## src/bsf_pkg.sv

```systemverilog
package bsf_pkg;
    localparam logic [7:0]  A_CTRL    = 8'h00;
    localparam logic [7:0]  A_PER_ACT = 8'h04;
    localparam logic [7:0]  A_PER_SLP = 8'h08;
    localparam logic [7:0]  A_STAT    = 8'h0C;
    localparam logic [7:0]  A_CLR     = 8'h10;
    localparam logic [7:0]  A_IEN     = 8'h14;
    localparam logic [7:0]  A_INFO    = 8'h18;
    localparam logic [1:0]  CTRL_RST  = 2'h0;
    localparam logic [31:0] PER_ACT_RST = 32'h0EE6B280;
    localparam logic [31:0] PER_SLP_RST = 32'h3B9ACA00;
    localparam logic [7:0]  C_S     = 8'h53;
    localparam logic [7:0]  C_T     = 8'h54;
    localparam logic [7:0]  C_1     = 8'h31;
    localparam logic [7:0]  C_COMMA = 8'h2C;
    localparam logic [7:0]  C_QM    = 8'h3F;
    localparam logic [7:0]  C_LF    = 8'h0A;
    localparam logic [7:0]  C_CR    = 8'h0D;
    localparam logic [7:0]  STG_FINISHED = 8'h05;
    localparam logic [10:0] PIN_LIVE = 11'h7BE;
    localparam logic [31:0] FLD_END  = 32'h80A2808A;
    localparam logic [4:0]  NIB_LAST = 5'h1F;
    localparam logic [1:0]  HEAD_LAST = 2'h3;
    localparam logic [2:0]  REQ_LAST  = 3'h5;
    localparam int          SNAP_W    = 128;

    typedef enum logic [2:0] {
        S_IDLE  = 3'b000,
        S_HEAD  = 3'b001,
        S_DIG   = 3'b011,
        S_COMMA = 3'b010,
        S_SUM   = 3'b110,
        S_EOL   = 3'b111
    } bsf_state_t;

    function automatic logic [7:0] hex_char(input logic [3:0] n);
        hex_char = (n < 4'hA) ? (8'h30 + {4'h0, n}) : (8'h37 + {4'h0, n});
    endfunction
endpackage

```

## src/bsf_req_parser.sv

```systemverilog
`timescale 1ns/10ps
// Spots a request sentence: name, a comma, '?' and a line end (CR or LF).
module bsf_req_parser (
    input  wire logic       pclk,
    input  wire logic       presetn,
    input  wire logic [7:0] rx_data,
    input  wire logic       rx_valid,
    output logic            req_q
);
    logic [2:0] idx_q;
    logic [7:0] exp_c;
    logic       hit;

    always_comb begin
        case (idx_q)
            3'h0:    exp_c = bsf_pkg::C_S;
            3'h1:    exp_c = bsf_pkg::C_T;
            3'h2:    exp_c = bsf_pkg::C_1;
            3'h3:    exp_c = bsf_pkg::C_COMMA;
            3'h4:    exp_c = bsf_pkg::C_QM;
            default: exp_c = bsf_pkg::C_LF;
        endcase
        hit = (rx_data == exp_c) || (idx_q == bsf_pkg::REQ_LAST && rx_data == bsf_pkg::C_CR);
    end

    // A stray character restarts the match, but an 'S' may already open a new name.
    always_ff @(posedge pclk or negedge presetn) begin
        if (!presetn) begin
            idx_q <= 3'h0;
            req_q <= 1'b0;
        end else begin
            req_q <= rx_valid && hit && idx_q == bsf_pkg::REQ_LAST;
            if (rx_valid) begin
                if (hit) begin
                    idx_q <= (idx_q == bsf_pkg::REQ_LAST) ? 3'h0 : idx_q + 3'h1;
                end else begin
                    idx_q <= (rx_data == bsf_pkg::C_S) ? 3'h1 : 3'h0;
                end
            end
        end
    end
endmodule // bsf_req_parser

```

## src/bsf_framer.sv

```systemverilog
`timescale 1ns/10ps
module bsf_framer (
    input  wire logic        pclk,
    input  wire logic        presetn,
    input  wire logic        psel,
    input  wire logic        penable,
    input  wire logic        pwrite,
    input  wire logic [7:0]  paddr,
    input  wire logic [31:0] pwdata,
    output logic [31:0]      prdata_q,
    output logic             pready_q,
    output logic             pslverr_q,
    output logic             irq_q,
    input  wire logic [7:0]  charge_stage,
    input  wire logic [7:0]  charge_fault,
    input  wire logic [15:0] fault_param,
    input  wire logic [31:0] stage_seconds,
    input  wire logic [4:0]  data_valid,
    input  wire logic        can_charger,
    input  wire logic [6:0]  prot_lo,
    input  wire logic [3:0]  prot_hi,
    input  wire logic [3:0]  warn_in,
    input  wire logic [10:0] pin_in,
    input  wire logic [10:0] pin_mapped,
    input  wire logic [7:0]  rx_data,
    input  wire logic        rx_valid,
    output logic [7:0]       tx_data_q,
    output logic             tx_valid_q,
    input  wire logic        tx_ready
);
    bsf_pkg::bsf_state_t st_q, st_d;
    logic [1:0]   ctrl_q;
    logic [31:0]  per_act_q, per_slp_q, tmr_q, per;
    logic [1:0]   stat_q, ien_q;
    logic         due_q, req_pend_q, req_pulse, tick, start, acc, wr, sent;
    logic [127:0] snap_q, snap_d;
    logic [4:0]   nib_q, nib_d;
    logic [1:0]   hidx_q, hidx_d;
    logic         sidx_q, sidx_d, accept;
    logic [7:0]   sum_q, chr_d;
    logic [7:0]   batt, warn;
    logic [15:0]  prot;

    function automatic logic known(input logic [7:0] a);
        known = a inside {bsf_pkg::A_CTRL, bsf_pkg::A_PER_ACT, bsf_pkg::A_PER_SLP,
                          bsf_pkg::A_STAT, bsf_pkg::A_CLR, bsf_pkg::A_IEN, bsf_pkg::A_INFO};
    endfunction

    bsf_req_parser u_req (
        .pclk    (pclk),
        .presetn (presetn),
        .rx_data (rx_data),
        .rx_valid(rx_valid),
        .req_q   (req_pulse)
    );

    // One wait state gives every answer a registered pready, prdata and pslverr.
    assign acc = psel && penable;
    assign wr  = acc && pready_q && pwrite;

    always_ff @(posedge pclk or negedge presetn) begin
        if (!presetn) begin
            pready_q  <= 1'b0;
            pslverr_q <= 1'b0;
            prdata_q  <= 32'h0;
        end else begin
            pready_q  <= acc && !pready_q;
            pslverr_q <= acc && !pready_q && !known(paddr);
            prdata_q  <= 32'h0;
            if (acc && !pready_q && !pwrite) begin
                case (paddr)
                    bsf_pkg::A_CTRL:    prdata_q <= {30'h0, ctrl_q};
                    bsf_pkg::A_PER_ACT: prdata_q <= per_act_q;
                    bsf_pkg::A_PER_SLP: prdata_q <= per_slp_q;
                    bsf_pkg::A_STAT:    prdata_q <= {30'h0, stat_q};
                    bsf_pkg::A_IEN:     prdata_q <= {30'h0, ien_q};
                    bsf_pkg::A_INFO:    prdata_q <= {24'h0, 3'h0, due_q, req_pend_q, st_q};
                    default:            prdata_q <= 32'h0;
                endcase
            end
        end
    end

    always_ff @(posedge pclk or negedge presetn) begin
        if (!presetn) begin
            ctrl_q    <= bsf_pkg::CTRL_RST;
            per_act_q <= bsf_pkg::PER_ACT_RST;
            per_slp_q <= bsf_pkg::PER_SLP_RST;
            ien_q     <= 2'h0;
        end else if (wr) begin
            if (paddr == bsf_pkg::A_CTRL)    ctrl_q    <= pwdata[1:0];
            if (paddr == bsf_pkg::A_PER_ACT) per_act_q <= pwdata;
            if (paddr == bsf_pkg::A_PER_SLP) per_slp_q <= pwdata;
            if (paddr == bsf_pkg::A_IEN)     ien_q     <= pwdata[1:0];
        end
    end

    // Sticky events: bit 0 sentence sent, bit 1 request seen; a new event beats a clear.
    always_ff @(posedge pclk or negedge presetn) begin
        if (!presetn) begin
            stat_q <= 2'h0;
            irq_q  <= 1'b0;
        end else begin
            stat_q <= (stat_q & ~((wr && paddr == bsf_pkg::A_CLR) ? pwdata[1:0] : 2'h0))
                      | {req_pulse, sent};
            irq_q  <= |(stat_q & ien_q);
        end
    end

    // The period follows the sleep bit at once; a zero period behaves as one cycle.
    assign per  = ctrl_q[1] ? per_slp_q : per_act_q;
    assign tick = ctrl_q[0] && (tmr_q + 32'h1 >= per);

    always_ff @(posedge pclk or negedge presetn) begin
        if (!presetn) begin
            tmr_q <= 32'h0;
        end else if (!ctrl_q[0] || tick) begin
            tmr_q <= 32'h0;
        end else begin
            tmr_q <= tmr_q + 32'h1;
        end
    end

    // A tick or request that lands while a sentence is in flight waits for the next one.
    assign start = (st_q == bsf_pkg::S_IDLE) && (due_q || req_pend_q);

    always_ff @(posedge pclk or negedge presetn) begin
        if (!presetn) begin
            due_q      <= 1'b0;
            req_pend_q <= 1'b0;
        end else begin
            due_q      <= tick || (due_q && !start);
            req_pend_q <= req_pulse || (req_pend_q && !start);
        end
    end

    assign batt = {2'h0, data_valid[4],
                   (charge_stage == bsf_pkg::STG_FINISHED) && !can_charger,
                   data_valid[3:0]};
    assign prot = {2'h0, prot_hi, 3'h0, prot_lo};
    assign warn = {2'h0, warn_in[3], 2'h0, warn_in[2:0]};
    assign snap_d = {charge_stage, charge_fault, fault_param, stage_seconds,
                     batt, prot, warn,
                     21'h0, pin_in & pin_mapped & bsf_pkg::PIN_LIVE};

    assign accept = tx_valid_q && tx_ready;

    // Next character once the present one is taken; each field ends in a comma.
    always_comb begin
        st_d   = st_q;
        nib_d  = nib_q;
        hidx_d = hidx_q;
        sidx_d = sidx_q;
        chr_d  = tx_data_q;
        case (st_q)
            bsf_pkg::S_HEAD: begin
                // The index names the header character now on the line, so 'S' is zero.
                hidx_d = hidx_q + 2'h1;
                case (hidx_q)
                    2'h0:    chr_d = bsf_pkg::C_T;
                    2'h1:    chr_d = bsf_pkg::C_1;
                    2'h2:    chr_d = bsf_pkg::C_COMMA;
                    default: chr_d = bsf_pkg::hex_char(snap_q[127:124]);
                endcase
                if (hidx_q == bsf_pkg::HEAD_LAST) begin
                    st_d  = bsf_pkg::S_DIG;
                    nib_d = 5'h0;
                end
            end
            bsf_pkg::S_DIG: begin
                if (bsf_pkg::FLD_END[nib_q]) begin
                    st_d  = bsf_pkg::S_COMMA;
                    chr_d = bsf_pkg::C_COMMA;
                end else begin
                    nib_d = nib_q + 5'h1;
                    chr_d = bsf_pkg::hex_char(snap_q[123:120]);
                end
            end
            bsf_pkg::S_COMMA: begin
                if (nib_q == bsf_pkg::NIB_LAST) begin
                    st_d   = bsf_pkg::S_SUM;
                    sidx_d = 1'b0;
                    chr_d  = bsf_pkg::hex_char(sum_q[7:4]);
                end else begin
                    st_d  = bsf_pkg::S_DIG;
                    nib_d = nib_q + 5'h1;
                    chr_d = bsf_pkg::hex_char(snap_q[127:124]);
                end
            end
            bsf_pkg::S_SUM: begin
                sidx_d = 1'b1;
                chr_d  = bsf_pkg::hex_char(sum_q[3:0]);
                if (sidx_q) begin
                    st_d  = bsf_pkg::S_EOL;
                    chr_d = bsf_pkg::C_LF;
                end
            end
            bsf_pkg::S_EOL: st_d = bsf_pkg::S_IDLE;
            default:        st_d = bsf_pkg::S_IDLE;
        endcase
    end

    assign sent = accept && st_q == bsf_pkg::S_EOL;

    // The fields are frozen at the start so one sentence never mixes two samples.
    always_ff @(posedge pclk or negedge presetn) begin
        if (!presetn) begin
            st_q       <= bsf_pkg::S_IDLE;
            snap_q     <= '0;
            nib_q      <= 5'h0;
            hidx_q     <= 2'h0;
            sidx_q     <= 1'b0;
            sum_q      <= 8'h0;
            tx_data_q  <= 8'h0;
            tx_valid_q <= 1'b0;
        end else if (start) begin
            st_q       <= bsf_pkg::S_HEAD;
            snap_q     <= snap_d;
            hidx_q     <= 2'h0;
            sum_q      <= bsf_pkg::C_S;
            tx_data_q  <= bsf_pkg::C_S;
            tx_valid_q <= 1'b1;
        end else if (accept) begin
            st_q       <= st_d;
            nib_q      <= nib_d;
            hidx_q     <= hidx_d;
            sidx_q     <= sidx_d;
            tx_data_q  <= chr_d;
            tx_valid_q <= st_d != bsf_pkg::S_IDLE;
            // A field's last digit shifts too, so the comma state already sees the next field.
            if (st_q == bsf_pkg::S_DIG) begin
                snap_q <= {snap_q[123:0], 4'h0};
            end
            if (st_d inside {bsf_pkg::S_HEAD, bsf_pkg::S_DIG, bsf_pkg::S_COMMA}) begin
                sum_q <= sum_q + chr_d;
            end
        end
    end
endmodule // bsf_framer

```

## config.mk

```make
export PLATFORM = sky130hd
export DESIGN_NAME = bsf_framer
export DESIGN_NICKNAME = d
export VERILOG_FILES = /design/src/bsf_pkg.sv /design/src/bsf_req_parser.sv /design/src/bsf_framer.sv
export SDC_FILE = /design/constraint.sdc
export NUM_CORES = 1
export LEC_CHECK = 0
export ABC_AREA = 0
export ABC_CLOCK_PERIOD_IN_PS = 4700
export BUFFER_PORTS_ARGS = -buffer_cell sky130_fd_sc_hd__buf_2
export CAP_MARGIN = 0
export CORE_MARGIN = 10
export CORE_UTILIZATION = 30
export DETAILED_ROUTE_END_ITERATION = 10
export PLACE_DENSITY = 0.56
export RECOVER_POWER = 100
export SLEW_MARGIN = 20
export SYNTH_ARGS = -nofsm -noshare
export SYNTH_HDL_FRONTEND = slang
export SYNTH_SLANG_ARGS = --single-unit
export TNS_END_PERCENT = 5
```

## constraint.sdc

```tcl
create_clock -name pclk -period 4.7 [get_ports pclk]
set_input_delay 0.94 -clock pclk [delete_from_list [all_inputs] [get_ports pclk]]
set_output_delay 0.94 -clock pclk [all_outputs]
set_load 0.1 [all_outputs]
```

==> summary.log <==
INFO  run_status     run_status=finished, violations left
INFO  run_status     failing_checks=capacitance limit, slew limit
INFO  yosys          yosysWarnings=0
INFO  yosys          synth_largest_type_area_fraction=0.461
INFO  sta            timing_worst_slew_pin_value=2790ps
INFO  hold_path      worstHoldPathCells=2
INFO  worst_setup_path worst_r2r_startpoint=st_q[2]
INFO  yosys          synth.cell_area=14800squm
INFO  floorplanning  core_region_area=48800squm
INFO  worst_setup_path worstPathCellList=nor2_1 > nand2_2 > clkbuf_1 > a21oi_1 > nor3_1
INFO  sta            maxClockFrequency=0.243GHz
INFO  worst_setup_path timing.critical_path.arrival=4570ps
INFO  detailed_routing drtPass1Iterations=5
INFO  sta            fin_worst_skew=33.3ps
INFO  detailed_routing postRouteAntennaNets=0
INFO  clock_tree     clk_pin_slew=60ps
INFO  floorplanning  io_pins=206
INFO  detailed_routing routed-via-count=11400
INFO  detailed_routing routed_via_count_divided_by_cell_count=4.97
INFO  clock_tree     cts_sinks=298
INFO  clock_tree     cts.root.buffer_cell=sky130_fd_sc_hd__clkbuf_16
INFO  worst_setup_path path_class=flop to flop
INFO  floorplanning  chipHeight=242um
INFO  sta            rsz0062_at_grt=false
INFO  yosys          syn_inst=1412
INFO  yosys          syn-num-nets=1627
INFO  worst_setup_path endpoint_kind=flop
INFO  finish         stdcell_count=2290
INFO  floorplanning  chipWidth=242um
INFO  sta            crit_share_post_route=0.875
INFO  pwr            total_leakage_power=7.81nW
INFO  sta            fin_crit=4110ps
INFO  yosys          post_synth.cell_area_avg=10.5squm
INFO  detailed_routing post-route-drc-count=0
INFO  yosys          synth_area_leader_cell=sky130_fd_sc_hd__dfrtp_1
INFO  global_routing grt_start_max_net_pins=103
INFO  worst_setup_path path_depth_of_the_worst_reg2reg_path=5
INFO  clock_tree     cts_made_buffers=36
INFO  floorplanning  die-area=58500squm
INFO  worst_setup_path crit_required=5150ps
INFO  clock_tree     tritoncts=done
INFO  yosys          synth_sequential_area_ratio=0.507
INFO  yosys          synth.distinct_cells=85
INFO  placement      place_worst_setup_slack=529ps
INFO  sta            hold-worst-slack=477ps
INFO  sta            slew_hr=-0.859
INFO  hold_path      hold_path_startpoint=snap_q[52]
INFO  global_routing grt_first_pass_wirelength=65.7mm
INFO  yosys          netlist_top_cells_area=sky130_fd_sc_hd__dfrtp_1 (46%), sky130_fd_sc_hd__nor2_1 (5.2%), sky130_fd_sc_hd__mux2_2 (5.2%)
INFO  sta            hold_violations=0
INFO  yosys          synthMostInstantiatedCell=sky130_fd_sc_hd__dfrtp_1
INFO  global_routing initial_antenna_violation_count=10
INFO  placement      i_o_buffers=201
INFO  clock_tree     cts_repair_resize_count=0
INFO  sta            finalMaxSlewViolations=207
INFO  sta            final_total_negative_setup_slack=0ps
INFO  pwr            power_per_cell_area=482nW/um^2
INFO  job            max_cap_viol_count=4
INFO  floorplanning  std_cell_rows=81
INFO  clock_tree     postCtsSetupBuffers=0
INFO  yosys          async_flop_share=1.00
INFO  global_routing grt_overflow_total=0
INFO  worst_setup_path worstSetupStartpoint=st_q[2]
INFO  clock_tree     cts_htree_levels=2
INFO  hold_path      timing.hold.worst.class=flop to flop
INFO  placement      gp_congestion=0.836
INFO  clock_tree     clkLatencyLatePin=570ps
INFO  global_routing vias_in_the_first_global_route=11600
INFO  finish         syn_to_final_growth=19.3%
INFO  worst_setup_path crit_path_top_delay_cell=sky130_fd_sc_hd__clkbuf_1
INFO  yosys          commonest_cells_in_the_synthesized_netlist=sky130_fd_sc_hd__dfrtp_1 (272), sky130_fd_sc_hd__nor2_1 (204), sky130_fd_sc_hd__nand2_1 (120), sky130_fd_sc_hd__mux2_2 (68), sky130_fd_sc_hd__a21oi_1 (62)
INFO  clock_tree     cts_hold_repair.buffers=0
INFO  global_routing track_usage=0.138
INFO  placement      postPlaceCellArea=16500squm
INFO  worst_setup_path critical-path-max-stage-delay=1740ps
INFO  yosys          yosys_most_used_dff=sky130_fd_sc_hd__dfrtp_1
INFO  clock_tree     cts-root-to-sink-buffers=3
INFO  detailed_routing drt_iter0_markers=638
INFO  placement      hpwlAfterDp=28.8mm
INFO  yosys          yosys_register_bits=298
INFO  pwr            totalPowerFinal=8.48mW
INFO  sta            timing.final.ws_setup=587ps
INFO  yosys          synth-edff-count=0
INFO  pwr            irDropWorstVdd=0.273mV
INFO  worst_setup_path worstPathMaxFanout=48
INFO  sta            timing.final.setup_violations=0
INFO  finish         layout.filler_cells=5029
INFO  finish         layout-drive-gt1-share=0.218
INFO  floorplanning  floorplan.initialDensity=0.302
INFO  finish         finalCoreUtilization=0.361
INFO  worst_setup_path setup.worst_path.start_class=flop
INFO  detailed_routing routed_wirelength=41.0mm
INFO  placement      place.detailed.instances=2222
INFO  finish         final_area=17600squm
INFO  detailed_routing avgRoutedWirePerCell=17.9um
INFO  finish         num-nets-final=1811
[final timing paths]
kind                       slack (ps)             to
setup / recovery                  590      snap_q[7]
hold / removal                    480     snap_q[52]
setup reg to reg                  590      snap_q[7]
hold reg to reg                   480     snap_q[52]
max in group asynchronous        1030     snap_q[28]
min in group asynchronous        1260  per_slp_q[13]
[kinds of logic after synthesis]
group,Yosys count,synth area share
flops,298,0.507
buf+inv,102,0.0301
fa+ha+maj,53,0.0454
compound gates,322,0.148
simple gates,489,0.162
xor+xnor,40,0.0268
mux,108,0.0800
[where the power goes]
group	switching, mW	internal [mW]
sequential	0.407	3.04
combinational	1.24	0.769
clock	1.17	1.86
total	2.82	5.67
[registers in the layout, summed over array words and instances, names as in the netlist]
signal,count
ien_q,2
sidx_q,1
tx_valid_q,1
due_q,1
u_req.idx_q,3
st_q,3
snap_q,127
stat_q,2
nib_q,5
prdata_q,32
req_pend_q,1
ctrl_q,2
tmr_q,32
per_slp_q,32
pslverr_q,1
irq_q,1
pready_q,1
hidx_q,2
tx_data_q,8
u_req.req_q,1
sum_q,8
per_act_q,32
[cell usage in the layout (no fill, tap or decap), types with 6 or more instances in the layout]
| cell type | netlist | routed |
|---|---|---|
| sky130_fd_sc_hd__xnor2_1 | 25 | 26 |
| sky130_fd_sc_hd__inv_1 | 24 | 24 |
| sky130_fd_sc_hd__clkbuf_16 | 0 | 36 |
| sky130_fd_sc_hd__a21o_1 | 7 | 7 |
| sky130_fd_sc_hd__nand2_1 | 120 | 119 |
| sky130_fd_sc_hd__nor2b_1 | 36 | 36 |
| sky130_fd_sc_hd__a22oi_1 | 54 | 54 |
| sky130_fd_sc_hd__xor2_1 | 9 | 9 |
| sky130_fd_sc_hd__a31oi_1 | 13 | 13 |
| sky130_fd_sc_hd__nor2_1 | 204 | 204 |
| sky130_fd_sc_hd__nand2b_1 | 12 | 12 |
| sky130_fd_sc_hd__ha_1 | 52 | 52 |
| sky130_fd_sc_hd__o21ai_0 | 37 | 39 |
| sky130_fd_sc_hd__a21oi_1 | 62 | 62 |
| sky130_fd_sc_hd__nand3_1 | 15 | 16 |
| sky130_fd_sc_hd__mux2_2 | 68 | 68 |
| sky130_fd_sc_hd__clkbuf_1 | 48 | 63 |
| sky130_fd_sc_hd__nor3_1 | 21 | 20 |
| sky130_fd_sc_hd__o22ai_1 | 57 | 57 |
| sky130_fd_sc_hd__mux2i_1 | 37 | 37 |
| sky130_fd_sc_hd__dfstp_2 | 26 | 26 |
| sky130_fd_sc_hd__nand4_1 | 10 | 10 |
| sky130_fd_sc_hd__bufinv_16 | 0 | 6 |
| sky130_fd_sc_hd__dfrtp_1 | 272 | 272 |
| sky130_fd_sc_hd__and3_1 | 7 | 7 |
| sky130_fd_sc_hd__a22o_1 | 35 | 35 |
| sky130_fd_sc_hd__clkbuf_8 | 0 | 6 |
| sky130_fd_sc_hd__and4_1 | 8 | 8 |
| sky130_fd_sc_hd__buf_4 | 3 | 6 |
| sky130_fd_sc_hd__buf_2 | 16 | 156 |
[worst max-delay path, delay by kind of cell, from the launching register on]
kind | cells | cell delay, ps
DFF | 1 | 790
buffers and inverters | 1 | 1740
AOI/OAI and AO/OA | 1 | 250
and+or+nand+nor | 3 | 1160
[metal layers]
metal / wire, um / GRT usage / share of wire / up-vias
met5: 96 / 0 / 0.0023 / -
met4: 777 / 0.0390 / 0.019 / 16
met3: 2630 / 0.0397 / 0.064 / 64
met2: 18800 / 0.217 / 0.46 / 276
met1: 18700 / 0.181 / 0.46 / 5571
li1: - / - / - / 5459
[cell type report]
type,count,area [sq um],area share
flip-flops and latches,298,7490,0.425
multi-input cells,1012,6820,0.387
repair buffers,224,1100,0.0622
clock buffers,49,1010,0.0573
well taps,664,831,0.0472
clock inverters,17,277,0.0157
inverters,24,90.1,0.00511
diodes,2,5.00,0.000284
No activity file was read; power rests on OpenSTA's default activity.
